<file path="src/shared/gdfm_defs.svh">
// Timing counts and reset values for the gate driver fault manager
`ifndef GDFM_DEFS_SVH
`define GDFM_DEFS_SVH
`define GDFM_CLK_NS 100
`define GDFM_HW_DEGLITCH_NS 4000
`define GDFM_HW_DEGLITCH_CYC ((`GDFM_HW_DEGLITCH_NS + `GDFM_CLK_NS - 1) / `GDFM_CLK_NS)
`define GDFM_DEG_W 8
`define GDFM_RETRY_W 16
`define GDFM_DRIVE_W 12
`define GDFM_RST_W 12
`define GDFM_OVERCURRENT_MODE_SEL_RST 2'h0
`define GDFM_THERMAL_SHUTDOWN_RECOVERY_SEL_RST 1'h0
`endif

</file>
<file path="src/shared/gdfm_pkg.sv">
// Types for the gate driver fault manager
package gdfm_pkg;
	typedef enum logic [1:0] {
		GDFM_OCP_LATCH = 2'b00,
		GDFM_OCP_RETRY = 2'b01,
		GDFM_OCP_REPORT = 2'b10,
		GDFM_OCP_OFF = 2'b11
	} gdfm_overcurrent_mode_sel_t;
	typedef enum logic [2:0] {
		GDFM_PWM_6X = 3'b000,
		GDFM_PWM_3X = 3'b001,
		GDFM_PWM_1X = 3'b010,
		GDFM_IND_HB = 3'b011,
		GDFM_IND_4 = 3'b100,
		GDFM_IND_5 = 3'b101,
		GDFM_IND_6 = 3'b110,
		GDFM_IND_FET = 3'b111
	} gdfm_mode_t;
endpackage : gdfm_pkg

</file>
<file path="src/rtl/gdfm_fault_manager.sv">
// Fault manager: protection, flags, gate gating and error indicator
// Function
// - Supply UV: gates off, pump off, flags.
// - Supply UV recovers automatically; flag stays latched.
// - Pump UV: gates off, indicator low, flags.
// - Pump UV disable keeps running, still flags.
// - Overcurrent after deglitch; response by mode.
// - Pin variant: 4 us deglitch, latched.
// - Mode 00: latched shutdown until clear.
// - Mode 01: shutdown, auto retry clears flags.
// - Mode 10: report only, gates keep running.
// - Mode 11: monitor off, bridge disables locked.
// - Gate fault when gate misses window.
// - Gate fault: indicator, flags, clear to resume.
// - Gate fault disable: flag only, no stop.
// - PWM modes: gate fault kills all six.
// - Half-bridge mode: fault kills that bridge.
// - FET modes: fault kills only that FET, or its whole bridge if PHASE_IND_HB marks that phase.
// - Thermal warning flag; indicator if reporting.
// - Thermal shutdown: gates, pump off, flags.
// - Latched thermal recovery needs a clear event (command, enable or sleep pulse).
// - Thermal pump off raises no pump flag.
// - Global flag is OR of faults.
// - Auto thermal recovery; flag stays latched.
`include "gdfm_defs.svh"
module gdfm_fault_manager (
	input wire logic CORE_CLK, // 10 MHz clock
	input wire logic RSTN, // Async reset, active low
	input wire logic HW_VARIANT, // Pin-configured variant
	input wire logic SUPPLY_UV, // Supply undervoltage comparator
	input wire logic PUMP_UV, // Charge pump undervoltage comparator
	input wire logic [5:0] DS_OVER, // Drain-source comparators per FET
	input wire logic [5:0] GATE_CMD, // Commanded gate states
	input wire logic [5:0] GATE_SENSE, // Sensed gate voltage reached
	input wire logic THERM_WARN, // Thermal warning comparator
	input wire logic THERM_SD, // Thermal shutdown comparator
	input wire logic ENABLE, // Enable pin
	input wire logic SLEEP_CONTROL_N, // Sleep pin, active low
	input wire logic CLEAR_FAULTS_CMD, // Clear command write strobe
	input wire gdfm_pkg::gdfm_overcurrent_mode_sel_t OVERCURRENT_MODE_SEL, // Overcurrent response
	input wire logic [`GDFM_DEG_W-1:0] OVERCURRENT_DEGLITCH_SEL, // Deglitch cycles
	input wire logic HW_OC_DISABLED, // Threshold pin selects disabled
	input wire logic [2:0] BRIDGE_OVERCURRENT_DISABLE, // Per-bridge monitor off
	input wire logic BRIDGE_DIS_WRITE, // Write strobe for bridge disables
	input wire logic [`GDFM_RETRY_W-1:0] RETRY_INTERVAL, // Retry time, cycles
	input wire logic [`GDFM_DRIVE_W-1:0] GATE_DRIVE_WINDOW, // Drive window, cycles
	input wire logic [`GDFM_RST_W-1:0] RESET_PULSE_WIDTH, // Enable reset pulse, cycles
	input wire logic PUMP_UV_DISABLE, // Pump UV protection off
	input wire logic GATE_FAULT_DISABLE, // Gate fault protection off
	input wire logic THERMAL_WARN_REPORT_EN, // Warning drives indicator
	input wire logic THERMAL_SHUTDOWN_RECOVERY_SEL, // 1: auto thermal recovery
	input wire gdfm_pkg::gdfm_mode_t PWM_MODE, // Input mode
	input wire logic [2:0] PHASE_IND_HB, // Phases set as independent half-bridge
	output logic [5:0] GATE_EN, // Per-FET driver enable
	output logic PUMP_EN, // Charge pump enable
	output logic ERROR_INDICATOR_N, // Fault indicator, active low
	output logic GLOBAL_ERROR_FLAG, // OR of all fault bits
	output logic SUPPLY_UNDERVOLT_FLAG, // Latched supply UV
	output logic PUMP_UNDERVOLT_FLAG, // Latched pump UV
	output logic DRAIN_SOURCE_OVERCURRENT, // Latched overcurrent
	output logic [5:0] OC_PER_FET, // Per-FET overcurrent
	output logic GATE_DRIVE_FAULT, // Latched gate fault
	output logic [5:0] GATE_FAULT_PER_FET, // Per-FET gate fault
	output logic THERMAL_WARNING_FLAG, // Thermal warning
	output logic THERMAL_SHUTDOWN_FLAG, // Latched thermal shutdown
	output logic [2:0] BRIDGE_OC_DIS // Effective bridge disables
);
	import gdfm_pkg::*;

	logic rst_s1, rst_n; // Reset synchroniser
	logic en_d, sl_d; // Pin history for pulse detection
	logic [`GDFM_RST_W-1:0] en_low_cnt; // Enable low duration
	logic en_reset, sl_reset; // Reset pulses seen
	logic clr; // Any clear event
	logic [5:0] oc_event; // Deglitched overcurrent events
	logic [5:0] gf_event; // Gate window expiries
	logic [`GDFM_RETRY_W-1:0] retry_cnt; // Retry timer
	logic retry_run; // Retry pending
	logic [5:0] gate_off; // Gate-fault isolation mask
	logic hold_all; // Global shutdown condition
	logic oc_block; // Overcurrent shutdown active
	logic therm_block; // Thermal shutdown active
	logic [7:0] eff_deg; // Effective deglitch count
	gdfm_overcurrent_mode_sel_t eff_mode; // Effective overcurrent mode

	// Reset release through two flops
	always_ff @(posedge CORE_CLK or negedge RSTN) begin
		if (!RSTN) begin
			rst_s1 <= 1'b0;
			rst_n <= 1'b0;
		end else begin
			rst_s1 <= 1'b1;
			rst_n <= rst_s1;
		end
	end

	// Pin variant fixes deglitch; mode is latched, or off when threshold pin selects disabled
	always_comb begin
		eff_deg = HW_VARIANT ? 8'(`GDFM_HW_DEGLITCH_CYC) : OVERCURRENT_DEGLITCH_SEL;
		if (HW_VARIANT) begin
			eff_mode = HW_OC_DISABLED ? GDFM_OCP_OFF : GDFM_OCP_LATCH;
		end else begin
			eff_mode = OVERCURRENT_MODE_SEL;
		end
	end

	// Enable and sleep reset pulse detection; short enable lows ignored, any sleep pulse counts
	always_ff @(posedge CORE_CLK or negedge rst_n) begin
		if (!rst_n) begin
			en_d <= 1'b1;
			sl_d <= 1'b1;
			en_low_cnt <= '0;
			en_reset <= 1'b0;
			sl_reset <= 1'b0;
		end else begin
			en_d <= ENABLE;
			sl_d <= SLEEP_CONTROL_N;
			if (!ENABLE) begin
				if (en_low_cnt != '1) en_low_cnt <= en_low_cnt + 1'b1;
			end else begin
				en_low_cnt <= '0;
			end
			// Pulse counts only if low long enough
			en_reset <= ENABLE && !en_d && (en_low_cnt >= RESET_PULSE_WIDTH);
			sl_reset <= SLEEP_CONTROL_N && !sl_d;
		end
	end

	assign clr = CLEAR_FAULTS_CMD || en_reset || sl_reset;

	// Bridge disables locked while monitor is off
	always_ff @(posedge CORE_CLK or negedge rst_n) begin
		if (!rst_n) begin
			BRIDGE_OC_DIS <= 3'h0;
		end else if (BRIDGE_DIS_WRITE && eff_mode != GDFM_OCP_OFF) begin
			BRIDGE_OC_DIS <= BRIDGE_OVERCURRENT_DISABLE;
		end
	end

	// Per-FET deglitch and gate window timers
	genvar g;
	generate
		for (g = 0; g < 6; g++) begin : g_fet
			logic [7:0] deg_cnt; // Time above threshold
			logic [`GDFM_DRIVE_W-1:0] drv_cnt; // Time gate has been slewing
			// Overcurrent only counted on enabled, monitored FETs
			always_ff @(posedge CORE_CLK or negedge rst_n) begin
				if (!rst_n) begin
					deg_cnt <= 8'h00;
				end else if (DS_OVER[g] && GATE_EN[g] && GATE_CMD[g] && !BRIDGE_OC_DIS[g/2]
					&& eff_mode != GDFM_OCP_OFF) begin
					if (deg_cnt != 8'hff) deg_cnt <= deg_cnt + 8'h01;
				end else begin
					deg_cnt <= 8'h00;
				end
			end
			assign oc_event[g] = deg_cnt > eff_deg;
			// Window cleared while gate matches its command or is disabled; doubles as blanking
			always_ff @(posedge CORE_CLK or negedge rst_n) begin
				if (!rst_n) begin
					drv_cnt <= '0;
				end else if (!GATE_EN[g] || GATE_CMD[g] == GATE_SENSE[g]) begin
					drv_cnt <= '0;
				end else if (drv_cnt != '1) begin
					drv_cnt <= drv_cnt + 1'b1;
				end
			end
			assign gf_event[g] = GATE_EN[g] && GATE_CMD[g] != GATE_SENSE[g]
				&& drv_cnt >= GATE_DRIVE_WINDOW;
		end
	endgenerate

	// Supply and pump undervoltage flags; set wins over clear
	always_ff @(posedge CORE_CLK or negedge rst_n) begin
		if (!rst_n) begin
			SUPPLY_UNDERVOLT_FLAG <= 1'b0;
			PUMP_UNDERVOLT_FLAG <= 1'b0;
		end else begin
			if (SUPPLY_UV) SUPPLY_UNDERVOLT_FLAG <= 1'b1;
			else if (clr) SUPPLY_UNDERVOLT_FLAG <= 1'b0;
			// Pump off by thermal shutdown must not look like pump UV
			if (PUMP_UV && PUMP_EN) PUMP_UNDERVOLT_FLAG <= 1'b1;
			else if (clr) PUMP_UNDERVOLT_FLAG <= 1'b0;
		end
	end

	// Overcurrent flags and retry timer
	always_ff @(posedge CORE_CLK or negedge rst_n) begin
		if (!rst_n) begin
			OC_PER_FET <= 6'h00;
			DRAIN_SOURCE_OVERCURRENT <= 1'b0;
			retry_cnt <= '0;
			retry_run <= 1'b0;
		end else if (|oc_event) begin
			OC_PER_FET <= OC_PER_FET | oc_event;
			DRAIN_SOURCE_OVERCURRENT <= 1'b1;
			retry_run <= eff_mode == GDFM_OCP_RETRY;
			retry_cnt <= '0;
		end else if (retry_run) begin
			// Retry expiry restarts and clears flags
			if (retry_cnt >= RETRY_INTERVAL) begin
				OC_PER_FET <= 6'h00;
				DRAIN_SOURCE_OVERCURRENT <= 1'b0;
				retry_run <= 1'b0;
			end else begin
				retry_cnt <= retry_cnt + 1'b1;
			end
		end else if (clr) begin
			OC_PER_FET <= 6'h00;
			DRAIN_SOURCE_OVERCURRENT <= 1'b0;
		end
	end

	// Gate fault flags and isolation mask
	always_ff @(posedge CORE_CLK or negedge rst_n) begin
		if (!rst_n) begin
			GATE_FAULT_PER_FET <= 6'h00;
			GATE_DRIVE_FAULT <= 1'b0;
			gate_off <= 6'h00;
		end else if (|gf_event) begin
			GATE_FAULT_PER_FET <= GATE_FAULT_PER_FET | gf_event;
			GATE_DRIVE_FAULT <= 1'b1;
			// Disable is ignored on the pin variant
			if (!GATE_FAULT_DISABLE || HW_VARIANT) begin
				for (int i = 0; i < 6; i++) begin
					if (gf_event[i]) begin
						if (PWM_MODE inside {GDFM_PWM_6X, GDFM_PWM_3X, GDFM_PWM_1X}) begin
							gate_off <= 6'h3f;
						end else if (PWM_MODE == GDFM_IND_HB || PHASE_IND_HB[i/2]) begin
							gate_off[(i/2)*2] <= 1'b1;
							gate_off[(i/2)*2+1] <= 1'b1;
						end else begin
							gate_off[i] <= 1'b1;
						end
					end
				end
			end
		end else if (clr) begin
			GATE_FAULT_PER_FET <= 6'h00;
			GATE_DRIVE_FAULT <= 1'b0;
			gate_off <= 6'h00;
		end
	end

	// Thermal warning follows comparator on register variant only; shutdown latched
	always_ff @(posedge CORE_CLK or negedge rst_n) begin
		if (!rst_n) begin
			THERMAL_WARNING_FLAG <= 1'b0;
			THERMAL_SHUTDOWN_FLAG <= 1'b0;
		end else begin
			THERMAL_WARNING_FLAG <= THERM_WARN && !HW_VARIANT;
			if (THERM_SD) THERMAL_SHUTDOWN_FLAG <= 1'b1;
			else if (clr) THERMAL_SHUTDOWN_FLAG <= 1'b0;
		end
	end

	// Shutdown conditions for gates and pump
	assign oc_block = DRAIN_SOURCE_OVERCURRENT
		&& (retry_run || eff_mode == GDFM_OCP_LATCH);
	// Latched mode waits for the flag; auto mode only the comparator
	assign therm_block = THERM_SD || (!THERMAL_SHUTDOWN_RECOVERY_SEL && THERMAL_SHUTDOWN_FLAG);
	assign hold_all = SUPPLY_UV || (PUMP_UV && PUMP_EN && (!PUMP_UV_DISABLE || HW_VARIANT))
		|| oc_block || therm_block;

	// Outputs from flops: gates, pump, global flag, indicator
	always_ff @(posedge CORE_CLK or negedge rst_n) begin
		if (!rst_n) begin
			GATE_EN <= 6'h00;
			PUMP_EN <= 1'b0;
			GLOBAL_ERROR_FLAG <= 1'b0;
			ERROR_INDICATOR_N <= 1'b1;
		end else begin
			GATE_EN <= hold_all ? 6'h00 : ~gate_off;
			PUMP_EN <= !SUPPLY_UV && !therm_block;
			GLOBAL_ERROR_FLAG <= SUPPLY_UNDERVOLT_FLAG || PUMP_UNDERVOLT_FLAG
				|| DRAIN_SOURCE_OVERCURRENT || GATE_DRIVE_FAULT || THERMAL_SHUTDOWN_FLAG
				|| THERMAL_WARNING_FLAG;
			ERROR_INDICATOR_N <= !(SUPPLY_UV || (PUMP_UV && (!PUMP_UV_DISABLE || HW_VARIANT))
				|| (DRAIN_SOURCE_OVERCURRENT && eff_mode != GDFM_OCP_OFF)
				|| (GATE_DRIVE_FAULT && |gate_off) || therm_block
				|| (THERMAL_WARNING_FLAG && THERMAL_WARN_REPORT_EN));
		end
	end

	// Checks
	property p_uv_gates;
		@(posedge CORE_CLK) disable iff (!rst_n) SUPPLY_UV |=> GATE_EN == 6'h00 && !PUMP_EN;
	endproperty
	a_uv_gates: assert property (p_uv_gates) else $error("gates on during supply UV");
	property p_uv_flag;
		@(posedge CORE_CLK) disable iff (!rst_n) SUPPLY_UV ##1 !SUPPLY_UV && !clr |=> SUPPLY_UNDERVOLT_FLAG;
	endproperty
	a_uv_flag: assert property (p_uv_flag) else $error("supply UV flag lost");
	property p_oc_deg;
		@(posedge CORE_CLK) disable iff (!rst_n) $rose(DRAIN_SOURCE_OVERCURRENT) |-> $past(|oc_event);
	endproperty
	a_oc_deg: assert property (p_oc_deg) else $error("overcurrent without event");
	property p_report;
		@(posedge CORE_CLK) disable iff (!rst_n)
		eff_mode == GDFM_OCP_REPORT && |oc_event |=> ##1 !ERROR_INDICATOR_N;
	endproperty
	a_report: assert property (p_report) else $error("report mode no indicator");
	property p_ts;
		@(posedge CORE_CLK) disable iff (!rst_n) THERM_SD |=> !PUMP_EN && !ERROR_INDICATOR_N ##0 THERMAL_SHUTDOWN_FLAG;
	endproperty
	a_ts: assert property (p_ts) else $error("thermal shutdown ignored");
	property p_pwm_all;
		@(posedge CORE_CLK) disable iff (!rst_n)
		|gf_event && PWM_MODE == GDFM_PWM_6X && !GATE_FAULT_DISABLE |=> ##1 GATE_EN == 6'h00;
	endproperty
	a_pwm_all: assert property (p_pwm_all) else $error("gate fault not global");
	property p_lock;
		@(posedge CORE_CLK) disable iff (!rst_n) eff_mode == GDFM_OCP_OFF |=> $stable(BRIDGE_OC_DIS);
	endproperty
	a_lock: assert property (p_lock) else $error("bridge disables changed");
	property p_global;
		@(posedge CORE_CLK) disable iff (!rst_n) THERMAL_SHUTDOWN_FLAG |=> GLOBAL_ERROR_FLAG;
	endproperty
	a_global: assert property (p_global) else $error("global flag missing");
	// Warning flag follows its comparator on the register variant
	property p_warn;
		@(posedge CORE_CLK) disable iff (!rst_n) THERM_WARN && !HW_VARIANT |=> THERMAL_WARNING_FLAG;
	endproperty
	a_warn: assert property (p_warn) else $error("thermal warning not flagged");
	// A pump stopped by us must never show up as pump undervoltage
	property p_pump_tsd;
		@(posedge CORE_CLK) disable iff (!rst_n) !PUMP_EN |=> !$rose(PUMP_UNDERVOLT_FLAG);
	endproperty
	a_pump_tsd: assert property (p_pump_tsd) else $error("pump flag while pump off");
	// Clear drops the supply flag once the condition has gone
	property p_clr;
		@(posedge CORE_CLK) disable iff (!rst_n)
		CLEAR_FAULTS_CMD && !SUPPLY_UV |=> !SUPPLY_UNDERVOLT_FLAG;
	endproperty
	a_clr: assert property (p_clr) else $error("supply flag survived clear");
	// Main scenarios reached
	c_report: cover property (@(posedge CORE_CLK) disable iff (!rst_n)
		eff_mode == GDFM_OCP_REPORT && DRAIN_SOURCE_OVERCURRENT);
	c_retry: cover property (@(posedge CORE_CLK) disable iff (!rst_n) retry_run ##1 !retry_run);
	c_gf: cover property (@(posedge CORE_CLK) disable iff (!rst_n) |gf_event);
	c_clr: cover property (@(posedge CORE_CLK) disable iff (!rst_n) en_reset);
endmodule : gdfm_fault_manager

</file>
<file path="config.mk">
export PLATFORM = sky130hd
export DESIGN_NAME = gdfm_fault_manager
export DESIGN_NICKNAME = d
export VERILOG_FILES = /design/src/shared/gdfm_pkg.sv /design/src/rtl/gdfm_fault_manager.sv
export VERILOG_INCLUDE_DIRS = /design/src /design/src/shared
export SDC_FILE = /design/constraint.sdc
export NUM_CORES = 1
export LEC_CHECK = 0
export BUFFER_PORTS_ARGS = -buffer_cell sky130_fd_sc_hd__buf_4
export CORE_UTILIZATION = 65
export DETAILED_ROUTE_END_ITERATION = 8
export GPL_TIMING_DRIVEN = 0
export PLACE_DENSITY = 0.85
export REMOVE_ABC_BUFFERS = 1
export SLEW_MARGIN = 40
export SYNTH_ARGS = -nofsm -noshare
export SYNTH_HDL_FRONTEND = slang
export SYNTH_SLANG_ARGS = --single-unit
</file>
<file path="constraint.sdc">
create_clock -name CORE_CLK -period 10.05 [get_ports CORE_CLK]
set_clock_uncertainty 0.1 [all_clocks]
set_input_delay 0.5025 -clock CORE_CLK [delete_from_list [all_inputs] [get_ports CORE_CLK]]
set_output_delay 0.5025 -clock CORE_CLK [all_outputs]
set_load 0.01 [all_outputs]
</file>
After elaboration in Yosys (flattened, before gate mapping). Index checks and enable logic that the tools add are counted.

Flip-flop bits (word level): 191. Input port bits: 93. Output and inout port bits: 30. Word-level logic and storage cells: 304.

Add/sub/neg operators: 14. $lt $le $gt $ge: 14. Equality and inequality tests: 39. Muxes and demuxes: 81. Bitwise gates (word level): 3. Reductions and logical operators: 118.

Operators with widths (count): $mux W12 (14); $mux W6 (18); $mux W8 (13); $add A12 B1 Y12 const B (7); $ge A12 B12 Y1 (7); $ne A12 B12 Y1 const B (7); $logic_and A1 B1 Y1 (50); $add A8 B1 Y8 const B (6); $gt A8 B8 Y1 (6); $mux W16 (3); $ne A8 B8 Y1 const B (6); $logic_or A1 B1 Y1 (28); $reduce_bool A2 Y1 (12); $mux W1 (20); $logic_not A1 Y1 (18); $mux W2 (9); $reduce_or A6 Y1 (3); $add A16 B1 Y16 const B (1); $ge A16 B16 Y1 (1); $mux W4 (4); $ne A2 B1 Y1 const B (7); $or A6 B6 Y6 (2); $eq A1 B1 Y1 (6); $eq A3 B2 Y1 const B (2); 10 further kinds (19).

Depth between registers and ports, before layout. Gate-level depths: netlist of the first run.

Depth in word-level cells: 26. Gate-level depth with buffers: 11. Depth with buffers taken out: 9.

Worst setup path before layout of the first run. OpenSTA, ideal clock, no wires.

Path kind: input port to flip-flop. From: input port HW_VARIANT. To: register retry_cnt[10]. Library setup time: 78 ps. Arrival: 2694 ps. Data required time: 9872 ps. Path slack: 7178 ps. Cell stages on the path: 11. Buffers on the path: 2. Cells stage by stage: clkbuf_1 > nand2b_1 > ha_1 > nor2b_1 > o211ai_1 > a21oi_1 > o22a_1 > nor4_2 > nand3_1 > clkbuf_1 > a21oi_1.

Word-level cells in the longest chain between the ends: 5. Elaborated cells between the ends (all ways): 12. Classes of those cells: 6 x order compare; 1 x eq/ne; 2 x mux; 3 x reduce/logical.

RTL lines: start, declared (line gdfm_fault_manager.sv:29) `input wire logic HW_VARIANT,`; $mux W8 (*) (line gdfm_fault_manager.sv:99) `` eff_deg = HW_VARIANT ? 8'(`GDFM_HW_DEGLITCH_CYC) : OVERCURRENT_DEGLITCH_SEL; ``; $gt A8 B8 Y1 (line gdfm_fault_manager.sv:157) `assign oc_event[g] = deg_cnt > eff_deg;`; $reduce_or A6 Y1 (*) (line gdfm_fault_manager.sv:194) `end else if (|oc_event) begin`; $ne A2 B2 Y1 (no line) or $reduce_bool A2 Y1 (tied branches); $reduce_and A2 Y1 (no line); end signal, assigned (line gdfm_fault_manager.sv:206) `retry_cnt <= retry_cnt + 1'b1;`; end, declared (line gdfm_fault_manager.sv:77) `` logic [`GDFM_RETRY_W-1:0] retry_cnt; ``.

Every way passes the cells marked *; elsewhere a longest branch is shown, timed or not. A chain may end at the register's enable or synchronous reset.

Final worst setup path of the first run.
From: input port HW_VARIANT. To: register DRAIN_SOURCE_OVERCURRENT.

Word-level cells in the longest chain between the ends: 5. Elaborated cells between the ends (all ways): 12. Classes of those cells: 6 x order compare; 1 x eq/ne; 2 x mux; 3 x reduce/logical.

RTL lines: $mux W8 (*) (line gdfm_fault_manager.sv:99); $gt A8 B8 Y1 (line gdfm_fault_manager.sv:157); $reduce_or A6 Y1 (*) (line gdfm_fault_manager.sv:194); $ne A3 B1 Y1 (no line) or $reduce_bool A3 Y1 (tied branches); $reduce_and A2 Y1 (no line); end signal, assigned (line gdfm_fault_manager.sv:191) `DRAIN_SOURCE_OVERCURRENT <= 1'b0;`; end signal, assigned (line gdfm_fault_manager.sv:196) `DRAIN_SOURCE_OVERCURRENT <= 1'b1;`; end signal, assigned (line gdfm_fault_manager.sv:203) `DRAIN_SOURCE_OVERCURRENT <= 1'b0;`; end, declared (line gdfm_fault_manager.sv:60) `output logic DRAIN_SOURCE_OVERCURRENT,`.

Marked as above.

==> flow_summary.toml, run 1 <==
[run_status]
status = "complete, but fails checks"
failing_checks = "DRC"

[drt]
ant_nets = 0
drt_iter0_drc = 720
route.final.wire_length_um = 29500
drt-wirelength-per-cell_um = 17.4
vias = 10500
route.detailed.vias_per_inst = 6.18
drt_first_pass_iters = 8
drt_drc_violations_left = 6

[setup_path]
critical_path_class = "in2reg"
startpoint_type = "input port"
cp_data_required_time_ns = 10.23
r2r_setup_slack_ns = 7.01
crit_arrival_ns = 3.43
reg2reg_depth = 8
end_kind = "flop"
crit_path_start = "HW_VARIANT"
critical_path.reg2reg.startpoint = "g_fet[1].deg_cnt[1]"
r2r-end = "DRAIN_SOURCE_OVERCURRENT"
critPathMaxFanout = 17

[clock_network]
cts.root.buffer_cell = "sky130_fd_sc_hd__clkbuf_16"
insertion_delay_ns = 0.44
cts_tree = "built"
postCtsResizedCells = 0
cts.reportedPaths.clkPinSlew_ns = 0.07
clkSinkCount = 191
clockBufferDepth = 2
cts.repair_timing.setup_buffer_count = 0
h-tree-depth = 4
numCtsBuffers = 17

[min_path]
whs_path_depth = 1
hold_path.class = "in2reg"
min_delay_worst_endpoint = "sl_d"
hold_path_startpoint = "SLEEP_CONTROL_N"

[power]
seqPwrFrac = 0.473
p_int_uw = 1270
power.density_nw_per_um2 = 121
power.switching_fraction = 0.255
power_leakage_uw = 0.00669
clock_power_share = 0.417
vdd_ir_drop_max_mv = 0.119
power_frac_comb = 0.111
switching_power_uw = 433

[finish]
postLayoutCoreUtil = 0.773
antennaDiodeCount = 0
nets = 1705
post_route_cells_drive_above_1_share = 0.122
final_design_area_no_fill_um2 = 14100
area_growth_syn_to_layout_pct = 15.0
num-fill-cells = 1234

[placed_design]
global_placement_routability_congestion = 0.879
place.port_buffers = 122
hpwlAfterDp_um = 21800
place_area_um2 = 13500

[synthesis]
yosys_cell_types = 65
synth-edff-count = 0
synth-seq-area-share = 0.391
postSynthAreaPerCell_um2 = 9.27
netlist_instances = 1320
yosys_warnings = 0
syn_area_um2 = 12200
yosys_most_used_dff = "sky130_fd_sc_hd__dfrtp_1"
synth-seq-cells = 191
synth_async_reset_ratio = 1.00

[timing]
finalWorstPathRequiredPeriod_ns = 3.25
finalHoldViolCount = 0
setup_repair_after_global_routing_missed_its_margin = "no"
final_slew_viol_count = 0
worst_pin_slew_ns = 0.805
setup_violations = 0
timing.max_slew.rel_slack = 0.464
min_period_over_period = 0.324
timing.setup.tns_ns = 0
max_clock_freq_mhz = 307

[job]
maxCapViolations = 0

[floorplanning]
ioPinCount = 123
die_x_um = 139
die_h_um = 139
floorplan.die_area_um2 = 19400
floorplan.rows = 49
core_region_area_um2 = 18200
initial_cell_density_of_the_core = 0.672

[global_route]
globalRouteTotalUtil = 0.318
grt_pass1_wl_um = 49300
grt_remaining_overflow = 0
number_of_antenna_violations_at_the_first_check_in_global_routing = 0
first_global_vias = 10200
pin_count_of_the_biggest_net_entering_global_routing = 45
## synth_stat cells, types with 5 or more instances
library cell | count | area share
sky130_fd_sc_hd__dfrtp_1 | 188 | 0.38
sky130_fd_sc_hd__nor2_1 | 163 | 0.050
sky130_fd_sc_hd__ha_1 | 162 | 0.17
sky130_fd_sc_hd__nand2_1 | 94 | 0.029
sky130_fd_sc_hd__a21oi_1 | 93 | 0.038
sky130_fd_sc_hd__inv_1 | 70 | 0.021
sky130_fd_sc_hd__nand3_1 | 67 | 0.027
sky130_fd_sc_hd__o21ai_0 | 62 | 0.025
sky130_fd_sc_hd__nand4_1 | 55 | 0.028
sky130_fd_sc_hd__xor2_1 | 46 | 0.033
sky130_fd_sc_hd__nor3_1 | 38 | 0.016
sky130_fd_sc_hd__xnor2_1 | 24 | 0.017
sky130_fd_sc_hd__nor2b_1 | 23 | 0.012
sky130_fd_sc_hd__and3_1 | 22 | 0.011
sky130_fd_sc_hd__a21o_1 | 20 | 0.012
sky130_fd_sc_hd__mux2i_1 | 16 | 0.013
sky130_fd_sc_hd__nand2b_1 | 15 | 0.0077
sky130_fd_sc_hd__or3_1 | 15 | 0.0077
sky130_fd_sc_hd__a211oi_1 | 14 | 0.0086
sky130_fd_sc_hd__o21a_1 | 14 | 0.0086
sky130_fd_sc_hd__clkbuf_1 | 13 | 0.0040
sky130_fd_sc_hd__a31oi_1 | 10 | 0.0051
sky130_fd_sc_hd__o31ai_1 | 7 | 0.0043
sky130_fd_sc_hd__nand3b_1 | 6 | 0.0037
sky130_fd_sc_hd__or4_1 | 6 | 0.0037
sky130_fd_sc_hd__nor3b_1 | 5 | 0.0031
## cell families (layout without fill, tap and decap cells)
group                      Yosys count  count (layout)  share of synthesized area
and+or+nand+nor                    528             528                      0.214
adders and majority gates          162             162                      0.166
other                                1               1                   0.000306
xor gates and xnor gates            70              70                     0.0501
DFF                                191             191                      0.391
muxes                               19              19                     0.0158
buffers and inverters               86             229                     0.0272
AOI/OAI and AO/OA                  263             263                      0.137
## worst max-delay path by stage
stage | endpoint | slack [ns] | cells past startpoint
final | DRAIN_SOURCE_OVERCURRENT | 6.80 | 10
after global routing | retry_cnt[12] | 6.61 | 9
after CTS | DRAIN_SOURCE_OVERCURRENT | 6.84 | 9
after detailed placement | DRAIN_SOURCE_OVERCURRENT | 6.41 | 9
after global placement | g_fet[2].deg_cnt[4] | 2.07 | 0
after floorplan | BRIDGE_OC_DIS[0] | 4.24 | 0
## area by class of cell
| type | count | area (µm²) | share of cell area |
|---|---|---|---|
| clock inverters | 12 | 158 | 0.0112 |
| multi-input cells | 1043 | 7130 | 0.506 |
| clock buffers | 20 | 447 | 0.0317 |
| repair buffers | 127 | 1010 | 0.0715 |
| well taps | 229 | 287 | 0.0204 |
| inverters | 70 | 263 | 0.0187 |
| flip-flops and latches | 191 | 4790 | 0.340 |
## flip-flops by register name, summed over array words and instances (netlist names), 3 cells and up
signal and flops:
retry_cnt 16, g_fet.drv_cnt 72, en_low_cnt 12, BRIDGE_OC_DIS 3, GATE_EN 6, gate_off 6
g_fet.deg_cnt 48, GATE_FAULT_PER_FET 6, OC_PER_FET 6
## routing by layer
metal / global-route usage / part of all wire / wire length [µm] / vias to the layer above
met5: 0 / 0 / 0 / -
met4: 0.0854 / 0.017 / 496 / 0
met3: 0.0695 / 0.065 / 1920 / 44
met2: 0.530 / 0.48 / 14300 / 351
met1: 0.421 / 0.43 / 12800 / 5022
li1: - / - / - / 5045
## power by group through the flow
stage / clock (µW) / combinational (µW) / sequential, µW
global placement: 0 / 162 / 830
finish: 708 / 188 / 803
detailed placement: 0 / 186 / 818
floorplan: 0 / 93.8 / 824
CTS: 712 / 189 / 803
global route: 745 / 209 / 805
## per-stage QoR
step | instances | hold slack [ns] | power (µW) | worst slack, ns
floorplan | 1304 | 0.107 | 917 | 4.24
global placement | 1655 | 0.185 | 991 | 2.07
detailed placement | 1659 | 0.183 | 1000 | 6.41
CTS | 1692 | 0.0748 | 1700 | 6.84
global route | 1692 | 0.0674 | 1760 | 6.61
finish | 1692 | 0.0822 | 1700 | 6.80
## repair_timing
action                                  4_1_cts  5_1_grt
endpoints found under the hold margin         2        0
hold buffers                                  1        0
endpoints found under the setup margin        0        0
## critical path, stage by stage
cell,delay (ns)
sky130_fd_sc_hd__buf_4,0.18
sky130_fd_sc_hd__nand2b_1,0.32
sky130_fd_sc_hd__ha_1,0.38
sky130_fd_sc_hd__nor2b_1,0.16
sky130_fd_sc_hd__o211ai_1,0.20
sky130_fd_sc_hd__a21oi_1,0.11
sky130_fd_sc_hd__o22a_1,0.22
sky130_fd_sc_hd__nor4_2,0.44
sky130_fd_sc_hd__nand3_1,0.61
sky130_fd_sc_hd__a2bb2oi_1,0.31
## placed cells by master, fill, tap and decap left out, drive strengths merged, types with 5 or more instances in the layout
cell type,netlist,layout
dfrtp,188,188
nor2,164,164
ha,162,162
buf,3,126
nand2,94,94
a21oi,93,93
inv,70,73
nand3,67,67
o21ai,62,62
nand4,55,55
xor2,46,46
nor3,38,38
xnor2,24,24
nor2b,23,23
and3,22,22
a21o,21,21
clkbuf,13,20
mux2i,16,16
nand2b,16,16
or3,15,15
o21a,14,14
a211oi,14,14
a31oi,10,10
o31ai,7,7
or4,6,6
nand3b,6,6
a22o,6,6
nor3b,5,5
a2111oi,5,5
No activity file was read; power rests on OpenSTA's default activity.
==> run 2: changes to the inputs <==
--- a/config.mk
+++ b/config.mk
@@ -7,10 +7,10 @@
 export NUM_CORES = 1
 export LEC_CHECK = 0
 export BUFFER_PORTS_ARGS = -buffer_cell sky130_fd_sc_hd__buf_4
-export CORE_UTILIZATION = 65
+export CORE_UTILIZATION = 60
 export DETAILED_ROUTE_END_ITERATION = 8
 export GPL_TIMING_DRIVEN = 0
-export PLACE_DENSITY = 0.85
+export PLACE_DENSITY = 0.79
 export REMOVE_ABC_BUFFERS = 1
 export SLEW_MARGIN = 40
 export SYNTH_ARGS = -nofsm -noshare
==> constraint.sdc (replaced) <==
create_clock -name CORE_CLK -period 3.2 [get_ports CORE_CLK]
set_clock_uncertainty 0.1 [all_clocks]
set_input_delay 0.16 -clock CORE_CLK [delete_from_list [all_inputs] [get_ports CORE_CLK]]
set_output_delay 0.16 -clock CORE_CLK [all_outputs]
set_load 0.01 [all_outputs]
==> run 2 against run 1 <==
- the flow now finishes without violations
- largest power group unchanged
- design area is 1.8% higher
- sequential share of layout area is 0.61 points lower
- first-iteration DRC count is 15% lower
- register-to-register slack worse by 6.8 ns
- highest routed layer unchanged
- critical endpoint unchanged
==> flow_summary.toml, run 2 (synthesized netlist as in run 1, its figures left out) <==
[timing]
final_slew_viol_count = 0
setup_repair_after_global_routing_missed_its_margin = "no"
finalWorstPathRequiredPeriod_ns = 2.99
setup_violations = 0
timing.max_slew.rel_slack = 0.488
min_period_over_period = 0.934
max_clock_freq_mhz = 334
finalHoldViolCount = 0
worst_pin_slew_ns = 0.763

[setup_path]
crit_arrival_ns = 3.19
critPathMaxStageDelay_ns = 0.60
timing.critical_path.slowest_stage_cell = "sky130_fd_sc_hd__nand3_1"
end_kind = "flop"
timing.critical_path.cells = "ha_1 > nor2b_1 > o211ai_1 > a21oi_1 > o22a_1 > nor4_2 > nand3_1 > a2bb2oi_1"
reg2reg_depth = 8
startpoint_type = "flop"
cp_data_required_time_ns = 3.40
critPathMaxFanout = 17
critical_path_class = "reg2reg"

[finish]
num-fill-cells = 1437
regArea_um2 = 4790
largest_register_ff_count = 72
layout_common_cells = "sky130_fd_sc_hd__dfrtp_1, sky130_fd_sc_hd__nor2_1, sky130_fd_sc_hd__ha_1, sky130_fd_sc_hd__buf_4, sky130_fd_sc_hd__nand2_1"
antennaDiodeCount = 0
area_growth_syn_to_layout_pct = 17.1
final_common_cell = "sky130_fd_sc_hd__dfrtp_1"
largest-register = "g_fet.drv_cnt"
post_route_cells_drive_above_1_share = 0.124
multi_input_area_um2 = 7130
nets = 1723
post_layout_nonfiller_instances = 1746
reg_top3 = "g_fet.drv_cnt: 72 flops, g_fet.deg_cnt: 48 flops, retry_cnt: 16 flops"

[global_route]
globalRouteTotalUtil = 0.294
grt_remaining_overflow = 0
pin_count_of_the_biggest_net_entering_global_routing = 38
first_global_vias = 9944
grt_pass1_wl_um = 47900
number_of_antenna_violations_at_the_first_check_in_global_routing = 0

[power]
power_leakage_uw = 0.00679
vdd_ir_drop_max_mv = 0.343
design_power_total_uw = 5420
power.density_nw_per_um2 = 378

[drt]
route.final.wire_length_um = 29100
ant_nets = 0
route.detailed.vias_per_inst = 5.93
drt_first_pass_iters = 6
drt_iter0_drc = 609
drt-wirelength-per-cell_um = 16.7
drt_drc_violations_left = 0
vias = 10400

[floorplanning]
floorplan.die_area_um2 = 21000
die_h_um = 145
die_x_um = 145
ioPinCount = 123
floorplan.rows = 51
core_region_area_um2 = 19700
initial_cell_density_of_the_core = 0.621

[run_status]
status = "complete, no violations"

[clock_network]
h-tree-depth = 4
cts.reportedPaths.clkPinSlew_ns = 0.08
cts_tree = "built"
numCtsBuffers = 17
cts.repair_timing.setup_buffer_count = 0
cts.root.buffer_cell = "sky130_fd_sc_hd__clkbuf_16"
clkSinkCount = 191
insertion_delay_ns = 0.43
clockBufferDepth = 2

[placed_design]
place.port_buffers = 122
dp_cells = 1696
hpwlAfterDp_um = 21600
global_placement_routability_congestion = 0.845

[min_path]
hold_path.class = "in2reg"
whs_path_depth = 4

[job]
maxCapViolations = 0
[run 2: timing repair]
action / 4_1_cts / 5_1_grt
endpoints found under the hold margin: 28 / 0
hold buffers: 18 / 0
resized for setup: 0 / 1
setup endpoints to repair: 0 / 4
[run 2: worst max-delay path: cells and delay by family, from the launching register on]
kind	cells	cell delay, ns
fa+ha+maj	1	0.32
simple gates	3	1.21
flops	1	0.42
compound gates	4	0.80
[run 2: cell type report]
type                            count  share of cell area
Tap cell                          265              0.0231
Inverter                           70              0.0183
Sequential cell                   191               0.334
Clock buffer                       17              0.0297
Clock inverter                     15              0.0140
Multi-Input combinational cell   1043               0.497
Timing Repair Buffer              145              0.0835
[run 2: worst paths after layout]
check	from	slack (ns)	to
setup reg to reg	g_fet[4].deg_cnt[1]	0.21	DRAIN_SOURCE_OVERCURRENT
min in group asynchronous	rst_n	0.19	g_fet[3].drv_cnt[11]
hold / removal	PHASE_IND_HB[0]	0.007	gate_off[1]
hold reg to reg	rst_n	0.19	g_fet[3].drv_cnt[11]
max in group asynchronous	rst_n	1.96	sl_d
setup / recovery	g_fet[4].deg_cnt[1]	0.21	DRAIN_SOURCE_OVERCURRENT
[run 2: power by group]
part	total, µW	leakage, µW	internal (µW)	switching (µW)
Clock	2290	0.000306	1260	1030
Combinational	603	0.00386	269	335
Sequential	2520	0.00262	2460	61.5
Total	5420	0.00679	3990	1420
[run 2: through the flow]
step	setup slack [ns]	hold slack [ns]	util	setup TNS (ns)	instance area (µm²)
final	0.210	0.00688	0.727	0	14300
after global routing	0.00599	0.0144	0.727	0	14300
after CTS	0.194	0.000400	0.727	0	14300
after detailed placement	-0.138	-0.154	0.686	-1.45	13500
after global placement	-4.87	-0.156	0.680	-910.68	13400
after floorplan	-2.61	-0.236	-	-488.96	12200
[run 2: per-layer routing]
| metal | global-route usage | vias up | part of all wire | wire length (µm) |
|---|---|---|---|---|
| li1 | - | 5085 | - | - |
| met1 | 0.379 | 4977 | 0.45 | 13000 |
| met2 | 0.500 | 255 | 0.49 | 14100 |
| met3 | 0.0543 | 38 | 0.046 | 1350 |
| met4 | 0.0942 | 0 | 0.019 | 554 |
| met5 | 0 | - | 0 | 0 |
